==> config.mk <==
export PLATFORM = sky130hd
export DESIGN_NAME = cbo_barrier_tracker
export DESIGN_NICKNAME = d
export VERILOG_FILES = /design/src/include/cbo_pkg.sv /design/src/verilog/cbo_barrier_slot.sv /design/src/verilog/cbo_barrier_tracker.sv /design/src/verilog/cbo_txn_counter.sv
export VERILOG_INCLUDE_DIRS = /design/src /design/src/include
export SDC_FILE = /design/constraint.sdc
export NUM_CORES = 1
export LEC_CHECK = 0
export BUFFER_PORTS_ARGS = -buffer_cell sky130_fd_sc_hd__buf_4
export CAP_MARGIN = 10
export CORE_AREA = 2 2 145 147
export CTS_CLUSTER_DIAMETER = 40
export DETAILED_ROUTE_END_ITERATION = 6
export DIE_AREA = 0 0 147 149
export PLACE_DENSITY = 0.52
export SLEW_MARGIN = 20
export SYNTH_ARGS = -nofsm -noshare
export SYNTH_HDL_FRONTEND = slang
export SYNTH_SLANG_ARGS = --single-unit
==> constraint.sdc <==
create_clock -name refClk -period 3.5 [get_ports refClk]
set_input_delay 0.7 -clock refClk [delete_from_list [all_inputs] [get_ports refClk]]
set_output_delay 0.7 -clock refClk [all_outputs]
set_load 0.02 [all_outputs]
==> src/include/cbo_regs.svh <==
// constants of the coherent barrier ordering block: field encodings,
// domain codes and response values. assumes the pair of barriers of one
// master arrives on its read and write address channels.
// Function
// - memory barrier: later observed implies earlier observed
// - sync barrier completes once earlier transactions observable
// - system sync waits for earlier arrivals at slaves
// - read barrier answered on read data, no data
// - write barrier answered on write response, no data
// - channel traffic before its barrier counts before
// - after barrier only once both responses received
// - barrier-type field marks barrier versus normal
// - normal: barrier-type says respect or ignore
// - barrier: barrier-type says memory or sync
// - domain 00 orders only own stream
// - domain 01 orders inner shareable masters
// - domain 10 orders outer shareable masters
// - domain 11 orders whole system
// - system sync response waits for endpoint arrival
// - barrier response returns its id and OKAY
`ifndef CBO_REGS_SVH
`define CBO_REGS_SVH

// barrier-type field
`define CBO_BAR_W 2
`define CBO_BAR_NORMAL_RESPECT 2'h0
`define CBO_BAR_MEMORY 2'h1
`define CBO_BAR_NORMAL_IGNORE 2'h2
`define CBO_BAR_SYNC 2'h3
`define CBO_BAR_IS_BARRIER_BIT 0
`define CBO_BAR_SYNC_BIT 1

// shareability domain field
`define CBO_DOM_W 2
`define CBO_DOM_NONSHARE 2'h0
`define CBO_DOM_INNER 2'h1
`define CBO_DOM_OUTER 2'h2
`define CBO_DOM_SYSTEM 2'h3

// response field
`define CBO_RESP_W 2
`define CBO_RESP_OKAY 2'h0

`endif

==> src/include/cbo_pkg.sv <==
// types of the coherent barrier ordering block.
// assumes cbo_regs.svh supplies the field encodings.
package cbo_pkg;

   // life of one captured barrier on one address channel
   typedef enum logic [1:0] {
      SLOT_IDLE,
      SLOT_DRAIN,
      SLOT_RESP,
      SLOT_DONE
   } cbo_slot_state_t;

endpackage : cbo_pkg

==> src/verilog/cbo_barrier_slot.sv <==
// one captured barrier of an address channel: waits for the drain condition
// unless non-shareable, offers its response, then waits for the pair release.
// assumes capture is a handshake strobe and only taken while idle.
`timescale 1ns/1ps
`include "cbo_regs.svh"
module cbo_barrier_slot #(
   parameter int ID_W = 4
) (
   // clock and reset
   input wire logic refClk,
   input wire logic srst,
   // capture of a barrier
   input wire logic capture,
   input wire logic [ID_W-1:0] capId,
   input wire logic [`CBO_BAR_W-1:0] capBar,
   input wire logic [`CBO_DOM_W-1:0] capDomain,
   // pair progress
   input wire logic drained,
   input wire logic respAccept,
   input wire logic pairDone,
   // state
   output logic pending,
   output logic respValid,
   output logic done,
   output logic [ID_W-1:0] barId,
   output logic isSync,
   output logic [`CBO_DOM_W-1:0] domain
);

   cbo_pkg::cbo_slot_state_t state;
   cbo_pkg::cbo_slot_state_t next_state;
   wire logic localOnly;

   // non-shareable needs only stream order, which blocking gives
   assign localOnly = (capDomain == `CBO_DOM_NONSHARE);

   always_comb begin
      next_state = state;
      unique case (state)
         cbo_pkg::SLOT_IDLE: begin
            if (capture) begin
               next_state = localOnly ? cbo_pkg::SLOT_RESP
                                      : cbo_pkg::SLOT_DRAIN;
            end
         end
         cbo_pkg::SLOT_DRAIN: begin
            // every shared domain and system sync waits for endpoints
            if (drained) begin
               next_state = cbo_pkg::SLOT_RESP;
            end
         end
         cbo_pkg::SLOT_RESP: begin
            if (respAccept) begin
               next_state = cbo_pkg::SLOT_DONE;
            end
         end
         cbo_pkg::SLOT_DONE: begin
            if (pairDone) begin
               next_state = cbo_pkg::SLOT_IDLE;
            end
         end
      endcase
   end

   assign pending = (state != cbo_pkg::SLOT_IDLE);
   assign respValid = (state == cbo_pkg::SLOT_RESP);
   assign done = (state == cbo_pkg::SLOT_DONE);

   always_ff @(posedge refClk) begin
      if (srst) begin
         state <= cbo_pkg::SLOT_IDLE;
      end else begin
         state <= next_state;
      end
   end

   always_ff @(posedge refClk) begin
      if (srst) begin
         barId <= '0;
         isSync <= 1'b0;
         domain <= `CBO_DOM_NONSHARE;
      end else if (capture) begin
         barId <= capId;
         isSync <= capBar[`CBO_BAR_SYNC_BIT];
         domain <= capDomain;
      end
   end

endmodule : cbo_barrier_slot

==> src/verilog/cbo_barrier_tracker.sv <==
// barrier handling at the interconnect end of a coherent master port.
// barriers are terminated here and answered once ordering holds; normal
// traffic passes through to the downstream port.
// assumes downstream answers every forwarded transaction and never
// interleaves read bursts of different ids.
`timescale 1ns/1ps
`include "cbo_regs.svh"
module cbo_barrier_tracker #(
   parameter int ID_W = 4,
   parameter int ADDR_W = 32,
   parameter int DATA_W = 32,
   parameter int LEN_W = 8,
   parameter int CNT_W = 8
) (
   // clock and reset
   input wire logic refClk,
   input wire logic srst,
   // upstream read address
   input wire logic s_arvalid,
   output logic s_arready,
   input wire logic [ID_W-1:0] s_arid,
   input wire logic [ADDR_W-1:0] s_araddr,
   input wire logic [LEN_W-1:0] s_arlen,
   input wire logic [`CBO_BAR_W-1:0] s_arbar,
   input wire logic [`CBO_DOM_W-1:0] s_ardomain,
   // upstream write address
   input wire logic s_awvalid,
   output logic s_awready,
   input wire logic [ID_W-1:0] s_awid,
   input wire logic [ADDR_W-1:0] s_awaddr,
   input wire logic [LEN_W-1:0] s_awlen,
   input wire logic [`CBO_BAR_W-1:0] s_awbar,
   input wire logic [`CBO_DOM_W-1:0] s_awdomain,
   // upstream write data
   input wire logic s_wvalid,
   output logic s_wready,
   input wire logic [DATA_W-1:0] s_wdata,
   input wire logic s_wlast,
   // upstream read data
   output logic s_rvalid,
   input wire logic s_rready,
   output logic [ID_W-1:0] s_rid,
   output logic [DATA_W-1:0] s_rdata,
   output logic [`CBO_RESP_W-1:0] s_rresp,
   output logic s_rlast,
   // upstream write response
   output logic s_bvalid,
   input wire logic s_bready,
   output logic [ID_W-1:0] s_bid,
   output logic [`CBO_RESP_W-1:0] s_bresp,
   // downstream read address
   output logic m_arvalid,
   input wire logic m_arready,
   output logic [ID_W-1:0] m_arid,
   output logic [ADDR_W-1:0] m_araddr,
   output logic [LEN_W-1:0] m_arlen,
   output logic [`CBO_BAR_W-1:0] m_arbar,
   output logic [`CBO_DOM_W-1:0] m_ardomain,
   // downstream write address
   output logic m_awvalid,
   input wire logic m_awready,
   output logic [ID_W-1:0] m_awid,
   output logic [ADDR_W-1:0] m_awaddr,
   output logic [LEN_W-1:0] m_awlen,
   output logic [`CBO_BAR_W-1:0] m_awbar,
   output logic [`CBO_DOM_W-1:0] m_awdomain,
   // downstream write data
   output logic m_wvalid,
   input wire logic m_wready,
   output logic [DATA_W-1:0] m_wdata,
   output logic m_wlast,
   // downstream read data
   input wire logic m_rvalid,
   output logic m_rready,
   input wire logic [ID_W-1:0] m_rid,
   input wire logic [DATA_W-1:0] m_rdata,
   input wire logic [`CBO_RESP_W-1:0] m_rresp,
   input wire logic m_rlast,
   // downstream write response
   input wire logic m_bvalid,
   output logic m_bready,
   input wire logic [ID_W-1:0] m_bid,
   input wire logic [`CBO_RESP_W-1:0] m_bresp,
   // status
   output logic barrierBusy
);

   ////////////////////////////////////////////////////////////////////////
   // decode of the barrier-type field

   wire logic arIsBarrier;
   wire logic awIsBarrier;
   wire logic arIgnores;
   wire logic awIgnores;

   assign arIsBarrier = s_arbar[`CBO_BAR_IS_BARRIER_BIT];
   assign awIsBarrier = s_awbar[`CBO_BAR_IS_BARRIER_BIT];
   assign arIgnores = (s_arbar == `CBO_BAR_NORMAL_IGNORE);
   assign awIgnores = (s_awbar == `CBO_BAR_NORMAL_IGNORE);

   ////////////////////////////////////////////////////////////////////////
   // barrier slots, outstanding counters and pair release

   wire logic rdPend;
   wire logic wrPend;
   wire logic rdRespValid;
   wire logic wrRespValid;
   wire logic rdDone;
   wire logic wrDone;
   wire logic [ID_W-1:0] rdBarId;
   wire logic [ID_W-1:0] wrBarId;
   wire logic rdEmpty;
   wire logic wrEmpty;
   wire logic rdFull;
   wire logic wrFull;
   wire logic drained;
   wire logic pairRelease;
   wire logic rdCapture;
   wire logic wrCapture;
   wire logic rdBarAccept;
   wire logic wrBarAccept;
   wire logic arFwd;
   wire logic awFwd;
   wire logic rdRetire;
   wire logic wrRetire;

   // earlier traffic on either channel is only known complete once both
   // barriers are in, so the drain waits for the whole pair
   assign drained = rdPend && wrPend && rdEmpty && wrEmpty;
   assign pairRelease = rdDone && wrDone;
   assign rdCapture = s_arvalid && arIsBarrier && !rdPend;
   assign wrCapture = s_awvalid && awIsBarrier && !wrPend;

   cbo_barrier_slot #(
      .ID_W(ID_W)
   ) u_rdSlot (
      .refClk(refClk),
      .srst(srst),
      .capture(rdCapture),
      .capId(s_arid),
      .capBar(s_arbar),
      .capDomain(s_ardomain),
      .drained(drained),
      .respAccept(rdBarAccept),
      .pairDone(pairRelease),
      .pending(rdPend),
      .respValid(rdRespValid),
      .done(rdDone),
      .barId(rdBarId),
      .isSync(),
      .domain()
   );

   cbo_barrier_slot #(
      .ID_W(ID_W)
   ) u_wrSlot (
      .refClk(refClk),
      .srst(srst),
      .capture(wrCapture),
      .capId(s_awid),
      .capBar(s_awbar),
      .capDomain(s_awdomain),
      .drained(drained),
      .respAccept(wrBarAccept),
      .pairDone(pairRelease),
      .pending(wrPend),
      .respValid(wrRespValid),
      .done(wrDone),
      .barId(wrBarId),
      .isSync(),
      .domain()
   );

   // counts end at the downstream answer, i.e. arrival at the endpoint.
   // ignoring traffic is counted too: simpler, may delay a drain
   cbo_txn_counter #(
      .WIDTH(CNT_W)
   ) u_rdCnt (
      .refClk(refClk),
      .srst(srst),
      .up(m_arvalid && m_arready),
      .down(rdRetire),
      .empty(rdEmpty),
      .full(rdFull)
   );

   cbo_txn_counter #(
      .WIDTH(CNT_W)
   ) u_wrCnt (
      .refClk(refClk),
      .srst(srst),
      .up(m_awvalid && m_awready),
      .down(wrRetire),
      .empty(wrEmpty),
      .full(wrFull)
   );

   assign barrierBusy = rdPend || wrPend;

   ////////////////////////////////////////////////////////////////////////
   // address channels: barriers stop here, normal traffic passes unless
   // held behind this channel's barrier

   // a second barrier waits until the pair before it is released
   assign arFwd = s_arvalid && !arIsBarrier && !rdFull &&
                  (!rdPend || arIgnores);
   assign awFwd = s_awvalid && !awIsBarrier && !wrFull &&
                  (!wrPend || awIgnores);

   assign m_arvalid = arFwd;
   assign m_arid = s_arid;
   assign m_araddr = s_araddr;
   assign m_arlen = s_arlen;
   assign m_arbar = s_arbar;
   assign m_ardomain = s_ardomain;
   assign s_arready = arIsBarrier ? !rdPend : (arFwd && m_arready);

   assign m_awvalid = awFwd;
   assign m_awid = s_awid;
   assign m_awaddr = s_awaddr;
   assign m_awlen = s_awlen;
   assign m_awbar = s_awbar;
   assign m_awdomain = s_awdomain;
   assign s_awready = awIsBarrier ? !wrPend : (awFwd && m_awready);

   // barrier writes own no data beats, so every beat is a normal write's
   assign m_wvalid = s_wvalid;
   assign m_wdata = s_wdata;
   assign m_wlast = s_wlast;
   assign s_wready = m_wready;

   ////////////////////////////////////////////////////////////////////////
   // read data: barrier answer slotted in between downstream bursts

   logic rdMidBurst;
   wire logic rdBarSel;

   assign rdBarSel = rdRespValid && !rdMidBurst;
   assign rdBarAccept = rdBarSel && s_rready;
   assign rdRetire = m_rvalid && m_rready && m_rlast;

   assign s_rvalid = rdBarSel || m_rvalid;
   assign m_rready = s_rready && !rdBarSel;
   assign s_rid = rdBarSel ? rdBarId : m_rid;
   // read barrier answer carries no meaningful data
   assign s_rdata = rdBarSel ? '0 : m_rdata;
   assign s_rresp = rdBarSel ? `CBO_RESP_OKAY : m_rresp;
   assign s_rlast = rdBarSel ? 1'b1 : m_rlast;

   always_ff @(posedge refClk) begin
      if (srst) begin
         rdMidBurst <= 1'b0;
      end else if (m_rvalid && m_rready) begin
         rdMidBurst <= !m_rlast;
      end
   end

   ////////////////////////////////////////////////////////////////////////
   // write response: barrier answer takes priority over downstream

   wire logic wrBarSel;

   assign wrBarSel = wrRespValid;
   assign wrBarAccept = wrBarSel && s_bready;
   assign wrRetire = m_bvalid && m_bready;

   assign s_bvalid = wrBarSel || m_bvalid;
   assign m_bready = s_bready && !wrBarSel;
   assign s_bid = wrBarSel ? wrBarId : m_bid;
   assign s_bresp = wrBarSel ? `CBO_RESP_OKAY : m_bresp;

endmodule : cbo_barrier_tracker

==> src/verilog/cbo_txn_counter.sv <==
// counter of transactions issued downstream and not yet answered.
// assumes up and down are single-cycle handshake strobes.
`timescale 1ns/1ps
module cbo_txn_counter #(
   parameter int WIDTH = 8
) (
   // clock and reset
   input wire logic refClk,
   input wire logic srst,
   // events
   input wire logic up,
   input wire logic down,
   // state
   output logic empty,
   output logic full
);

   logic [WIDTH-1:0] count;
   logic [WIDTH-1:0] next_count;
   wire logic [WIDTH-1:0] one = {{(WIDTH-1){1'b0}}, 1'b1};

   assign next_count = (up && !down) ? count + one :
                       (down && !up) ? count - one : count;
   assign empty = (count == '0);
   assign full = (count == '1);

   always_ff @(posedge refClk) begin
      if (srst) begin
         count <= '0;
      end else begin
         count <= next_count;
      end
   end

endmodule : cbo_txn_counter
### Yosys cells after proc, flatten, opt, wreduce, memory -nomap -nowiden

Cells that the tools add are included.

* ROM bits: 0
* bits in registers: 29
* latch bits: 0
* memory bits (writable): 0
* memories kept: 0
* output and inout bits: 185

* $add $sub $neg: 4
* muxes and demuxes: 22
* multipliers: 0
* divide/modulo/power cells: 0
* bitwise operators: 0
* reductions and logical operators: 59
* order comparisons: 0
* shift operators: 0
* eq/ne operators: 18

Operator list (number)
* 32-bit 2-to-1 mux: 1
* 8-bit 2-to-1 mux: 4
* 1-bit logical AND: 28
* 2-bit 2-to-1 mux: 10
* 8-bit by 1-bit adder with 8-bit output (second input constant): 2
* 8-bit equality test (second input constant): 2
* 8-bit logical NOT: 2
* 2-bit one-hot mux with 4 select lines: 2
* 8-bit by 1-bit subtractor with 8-bit output (second input constant): 2
* 1-bit logical NOT: 14
* 2-bit equality test (second input constant): 6
* 2-bit by 1-bit != test with 1-bit output (second input constant): 5
* 2-bit logical NOT: 4
* 4-bit 2-to-1 mux: 2
* 4-bit AND reduction: 2
* 2-bit nonzero test: 4
* 2-bit != test (second input constant): 3
* 1-bit logical OR: 5
* 2-bit by 1-bit equality test with 1-bit output (second input constant): 2
* 1-bit 2-to-1 mux: 3

### Depth between registers and ports, before layout

* depth in word-level cells: 9
* gate-level depth with buffers: 13
* gate-level depth less buffers: 13

### Cells and area by module

A second synthesis with hierarchy kept.

* cells, all modules: 445
* area, all modules: 3706.1 um^2

Modules (own cells, without submodules)
* cbo_barrier_tracker: instances 1, area an instance 1601.5 um^2, cells an instance 217, sequential area each 20.0 um^2
* cbo_txn_counter: instances 2, area an instance 600.6 um^2, cells an instance 69, sequential area each 160.2 um^2
* cbo_barrier_slot: instances 2, area an instance 451.7 um^2, cells an instance 45, sequential area each 180.2 um^2

### Least setup slack after synthesis

Ideal clock, no wire load.

* path kind: in2reg
* start point: input port s_awbar[0]
* end point: register u_wrCnt.count[7]
* arrival: 3496 ps
* stages on the path: 10
* library setup time: 121 ps
* slack: -116 ps
* required time: 3379 ps
* path through: nor4b_1 > and2_1 > ha_1 > inv_1 > ha_1 > a21o_1 > a31o_2 > o21a_1 > o21bai_1 > mux2_2

* word-level cells in the longest chain between the ends: 8
* elaborated cells on any way between the ends: 12
* classes of those cells: 1 x eq/ne; 1 x mux; 10 x reduce/logical

Ends and longest elaborated chain
* start, declared: line cbo_barrier_tracker.sv:32 `` input wire logic [`CBO_BAR_W-1:0] s_awbar, ``
* 1-bit logical NOT: line cbo_barrier_tracker.sv:207 `assign awFwd = s_awvalid && !awIsBarrier && !wrFull &&`
* 1-bit logical AND (2 in series): line cbo_barrier_tracker.sv:207
* 1-bit logical AND *: line cbo_barrier_tracker.sv:207
* 1-bit logical AND *: line cbo_barrier_tracker.sv:192 `.up(m_awvalid && m_awready),`
* 1-bit logical NOT: line cbo_txn_counter.sv:23 `(down && !up) ? count - one : count;`
* 1-bit logical AND: line cbo_txn_counter.sv:23
* 2-bit nonzero test (no source line)
* end signal, assigned: line cbo_txn_counter.sv:31 `count <= next_count;`
* end, declared: line cbo_txn_counter.sv:18 `logic [WIDTH-1:0] count;`

Mark *: on every way between the ends. The rest lies on a longest branch, timed or not.
A chain may end at the register's enable or synchronous reset.

### Final worst setup path

* start point: register u_rdSlot.state[1]
* end point: register u_rdCnt.count[7]

* word-level cells in the longest chain between the ends: 9
* elaborated cells on any way between the ends: 17
* classes of those cells: 1 x eq/ne; 1 x mux; 15 x reduce/logical

Ends and longest elaborated chain
* start, declared: line cbo_barrier_slot.sv:30 `cbo_pkg::cbo_slot_state_t state;`
* start signal, assigned: line cbo_barrier_slot.sv:71 `state <= cbo_pkg::SLOT_IDLE;`
* start signal, assigned: line cbo_barrier_slot.sv:73 `state <= next_state;`
* 2-bit equality test: line cbo_barrier_slot.sv:66 `assign respValid = (state == cbo_pkg::SLOT_RESP);`
* 1-bit logical AND: line cbo_barrier_tracker.sv:238 `assign rdBarSel = rdRespValid && !rdMidBurst;`
* 1-bit logical NOT: line cbo_barrier_tracker.sv:243 `assign m_rready = s_rready && !rdBarSel;`
* 1-bit logical AND: line cbo_barrier_tracker.sv:243
* 1-bit logical AND (2 in series): line cbo_barrier_tracker.sv:240 `assign rdRetire = m_rvalid && m_rready && m_rlast;`
* 1-bit logical NOT: line cbo_txn_counter.sv:22 `assign next_count = (up && !down) ? count + one :`
* 1-bit logical AND: line cbo_txn_counter.sv:22
* 8-bit 2-to-1 mux / 2-bit nonzero test (equally long branches)
* end signal, assigned: line cbo_txn_counter.sv:31
* end, declared: line cbo_txn_counter.sv:18

Parallel ways exist; a longest one is shown, timed or not.

==> out/results.tsv <==
stage	metric	value	unit
run_status	status	complete, no violations	
sta	max_slew_margin	60.9	%
clock_network	root_buffer	clkbuf_16	
power_and_ir_drop	vdd_drop_max	0.000244	V
clock_network	post_cts_resized	0	
logic_synthesis	synth_top_area_share	29.5	%
logic_synthesis	ys_types	40	
logic_synthesis	ys.flop_type	dfxtp_1	
clock_network	clock_path_buffers	2	
worst_setup_path	crit_type	flip-flop to flip-flop	
floorplanning	coreArea	20600	um^2
route	post_drt_wl_per_cell	18.4	um
layout	insertedDiodeCount	0	
placement	globalplace.congestion	0.774	
route	drc	0	
grt	grt_pass1_vias	2518	
grt	grt_max_degree	41	
job	maxCapViolations	0	
layout	final_layout_size_suffix_gt1_share	39.3	%
sta	drv_slew	0	
power_and_ir_drop	leakagePower	1.84	nW
sta	min_period	3.24	ns
logic_synthesis	synth_seq_cells	29	
route	drt_iter0_markers	64	
clock_network	cts_buffers	5	
clock_network	cts_tree	done	
grt	gr-total-overflow	0	
worst_setup_path	worstPathRequired	3.67	ns
layout	utilization	19.1	%
sta	tightest_slew	0.587	ns
clock_network	ctsHoldBuffers	0	
logic_synthesis	yosys_warnings	0	
logic_synthesis	yosysSeqAreaShare	17.4	%
grt	grt_first_pass_wirelength	17500	um
sta	fin_tns_setup	0	ns
worst_setup_path	cp-start-kind	flip-flop	
logic_synthesis	synthArstFlopShare	0	%
layout	finalNetCount	639	
layout	area_growth	17.8	%
placement	io_buffers	140	
logic_synthesis	synth-edff-count	0	
worst_hold_path	hold_class	flip-flop to flip-flop	
sta	fin_skew	0.00825	ns
worst_setup_path	cp-end-kind	flip-flop	
sta	rsz0062_at_grt	false	
power_and_ir_drop	finalPower	2.30	mW
layout	fill_cells	2336	
floorplanning	row_count	53	
sta	finalSetupViolations	0	
sta	clock.fmax	309	MHz
grt	grt_use_total	11.0	%
floorplanning	io_pins	371	
route	totalWireLength	12900	um
sta	hold_viol_final	0	
logic_synthesis	syn_nets	629	
logic_synthesis	syn_inst	416	
floorplanning	die_w	147	um
power_and_ir_drop	p_per_area	586	nW/um^2
worst_setup_path	worstPathMaxFanout	8	
logic_synthesis	yosysTopAreaCell	buf_4	
route	drtAntennaViolNets	0	
placement	dp.final_hpwl	10800	um
clock_network	clk_pin_slew	0.06	ns
route	viasPerCell	3.85	
floorplanning	die_h	149	um
route	drt-pass1-iter-count	5	
sta	period_share	92.4	%
route	via_count	2702	
clock_network	post_cts_buffers	0	
clock_network	cts.sinks	29	
grt	antenna_found_initial	0	
floorplanning	die-area	21900	um^2
clock_network	htree_levels	2	
worst_setup_path	worstPathArrival	3.41	ns
layout	final_cells	702	
floorplanning	start_util	16.2	%
logic_synthesis	netlist_area	3330	um^2
logic_synthesis	synth.area.top_cells	buf_4 (30%), dfxtp_1 (17%), ha_1 (9.4%)	
logic_synthesis	syn_area_per_cell	8.01	um^2
clock_network	clk_latency	0.28	ns
placement	dp_cells	694	
-- cell type report --
type	count	area [um^2]	share of cell area (%)
multi-input combinational	235	1700	43.3
timing repair buffer	145	1090	27.8
sequential	29	581	14.8
tap	275	344	8.77
clock buffer	7	143	3.64
inverter	10	37.5	0.957
clock inverter	1	30.0	0.766
-- flip-flops by register name, indices dropped and copies added (netlist names) --
name / count
rdMidBurst: 1
u_wrSlot.state: 2
u_rdCnt.count: 8
u_rdSlot.state: 2
u_wrCnt.count: 8
u_rdSlot.barId: 4
u_wrSlot.barId: 4
-- metrics by stage --
stage               worst slack, ns  hold slack [ns]  cell area (um^2)
CTS                           0.241            0.498              3920
finish                        0.265            0.492              3920
global placement              0.165            0.473              3750
detailed placement            0.123            0.486              3750
global route                 0.0286            0.522              3920
floorplan                     0.202            0.458              3340
-- power by group --
group / internal [mW] / switching, mW
sequential: 0.410 / 0.0895
combinational: 0.583 / 0.692
clock: 0.356 / 0.167
total: 1.35 / 0.949
-- worst max-delay path, stage by stage (launching register included) --
cell and delay [ns]:
dfxtp_1 0.32, inv_1 0.12, ha_1 0.24, nor2_1 0.07
nor4b_2 0.28, and2_1 0.20, ha_1 0.22, inv_1 0.18
ha_1 0.40, a21o_1 0.19, a31o_2 0.25, o21a_1 0.16
o21bai_1 0.14, mux2_2 0.34
-- placed cells by master, fill, tap and decap left out, types with 3 or more instances in the layout --
master	instances
nand2b_1	3
nor2_1	34
ha_1	25
a31oi_1	4
nor3_1	3
nand3_1	11
o21ai_0	5
o31ai_1	3
buf_4	145
clkbuf_16	5
and2_1	37
nand4_1	7
xor2_1	6
inv_1	10
o211ai_1	3
dfxtp_1	29
a21oi_1	11
nor2b_1	4
xnor2_1	3
nor4_1	3
mux2i_1	15
a21o_1	7
nand2_1	16
mux2_2	10
o21a_1	3
nor4b_1	3
-- logic make-up (layout without fill, tap and decap cells) --
logic type,count (synthesis),count (layout),share of synthesized area [%]
buf+inv,152,163,31.9
simple gates,127,127,20.2
compound gates,47,47,9.58
flops,29,29,17.4
fa+ha+maj,27,27,10.6
mux,25,25,7.89
xor+xnor,9,9,2.37
-- synthesized netlist by cell type, drive strengths merged (3+ instances only) --
cell    instances
nand3          11
ha             25
o21a            3
nor4b           5
nor2b           4
nor3            3
dfxtp          29
nand2b          3
a31oi           4
nor4            4
nand2          16
o21ai           5
clkbuf          7
buf           135
mux2           10
o31ai           3
nand4           7
mux2i          15
o211ai          3
xnor2           3
a21o            7
inv            10
xor2            6
a21oi          11
and2           37
nor2           34
-- layer usage --
metal / routed length [um] / GRT usage [%]
met1: 4580 / 11.8
met2: 6010 / 17.8
met3: 1740 / 5.99
met4: 591 / 5.67
met5: 0 / 0
-- final timing paths --
path / start / slack [ns] / depth (start not counted) / endpoint
setup / recovery: u_rdSlot.state[1]$_SDFFE_PP0P_ / 0.26 / 13 / u_rdCnt.count[7]$_SDFFE_PP0P_
hold reg to reg: u_wrSlot.barId[1]$_SDFFE_PP0P_ / 0.49 / 2 / u_wrSlot.barId[1]$_SDFFE_PP0P_
setup reg to reg: u_rdSlot.state[1]$_SDFFE_PP0P_ / 0.26 / 13 / u_rdCnt.count[7]$_SDFFE_PP0P_
hold / removal: u_wrSlot.barId[1]$_SDFFE_PP0P_ / 0.49 / 2 / u_wrSlot.barId[1]$_SDFFE_PP0P_
No activity file was read; power rests on OpenSTA's default activity.
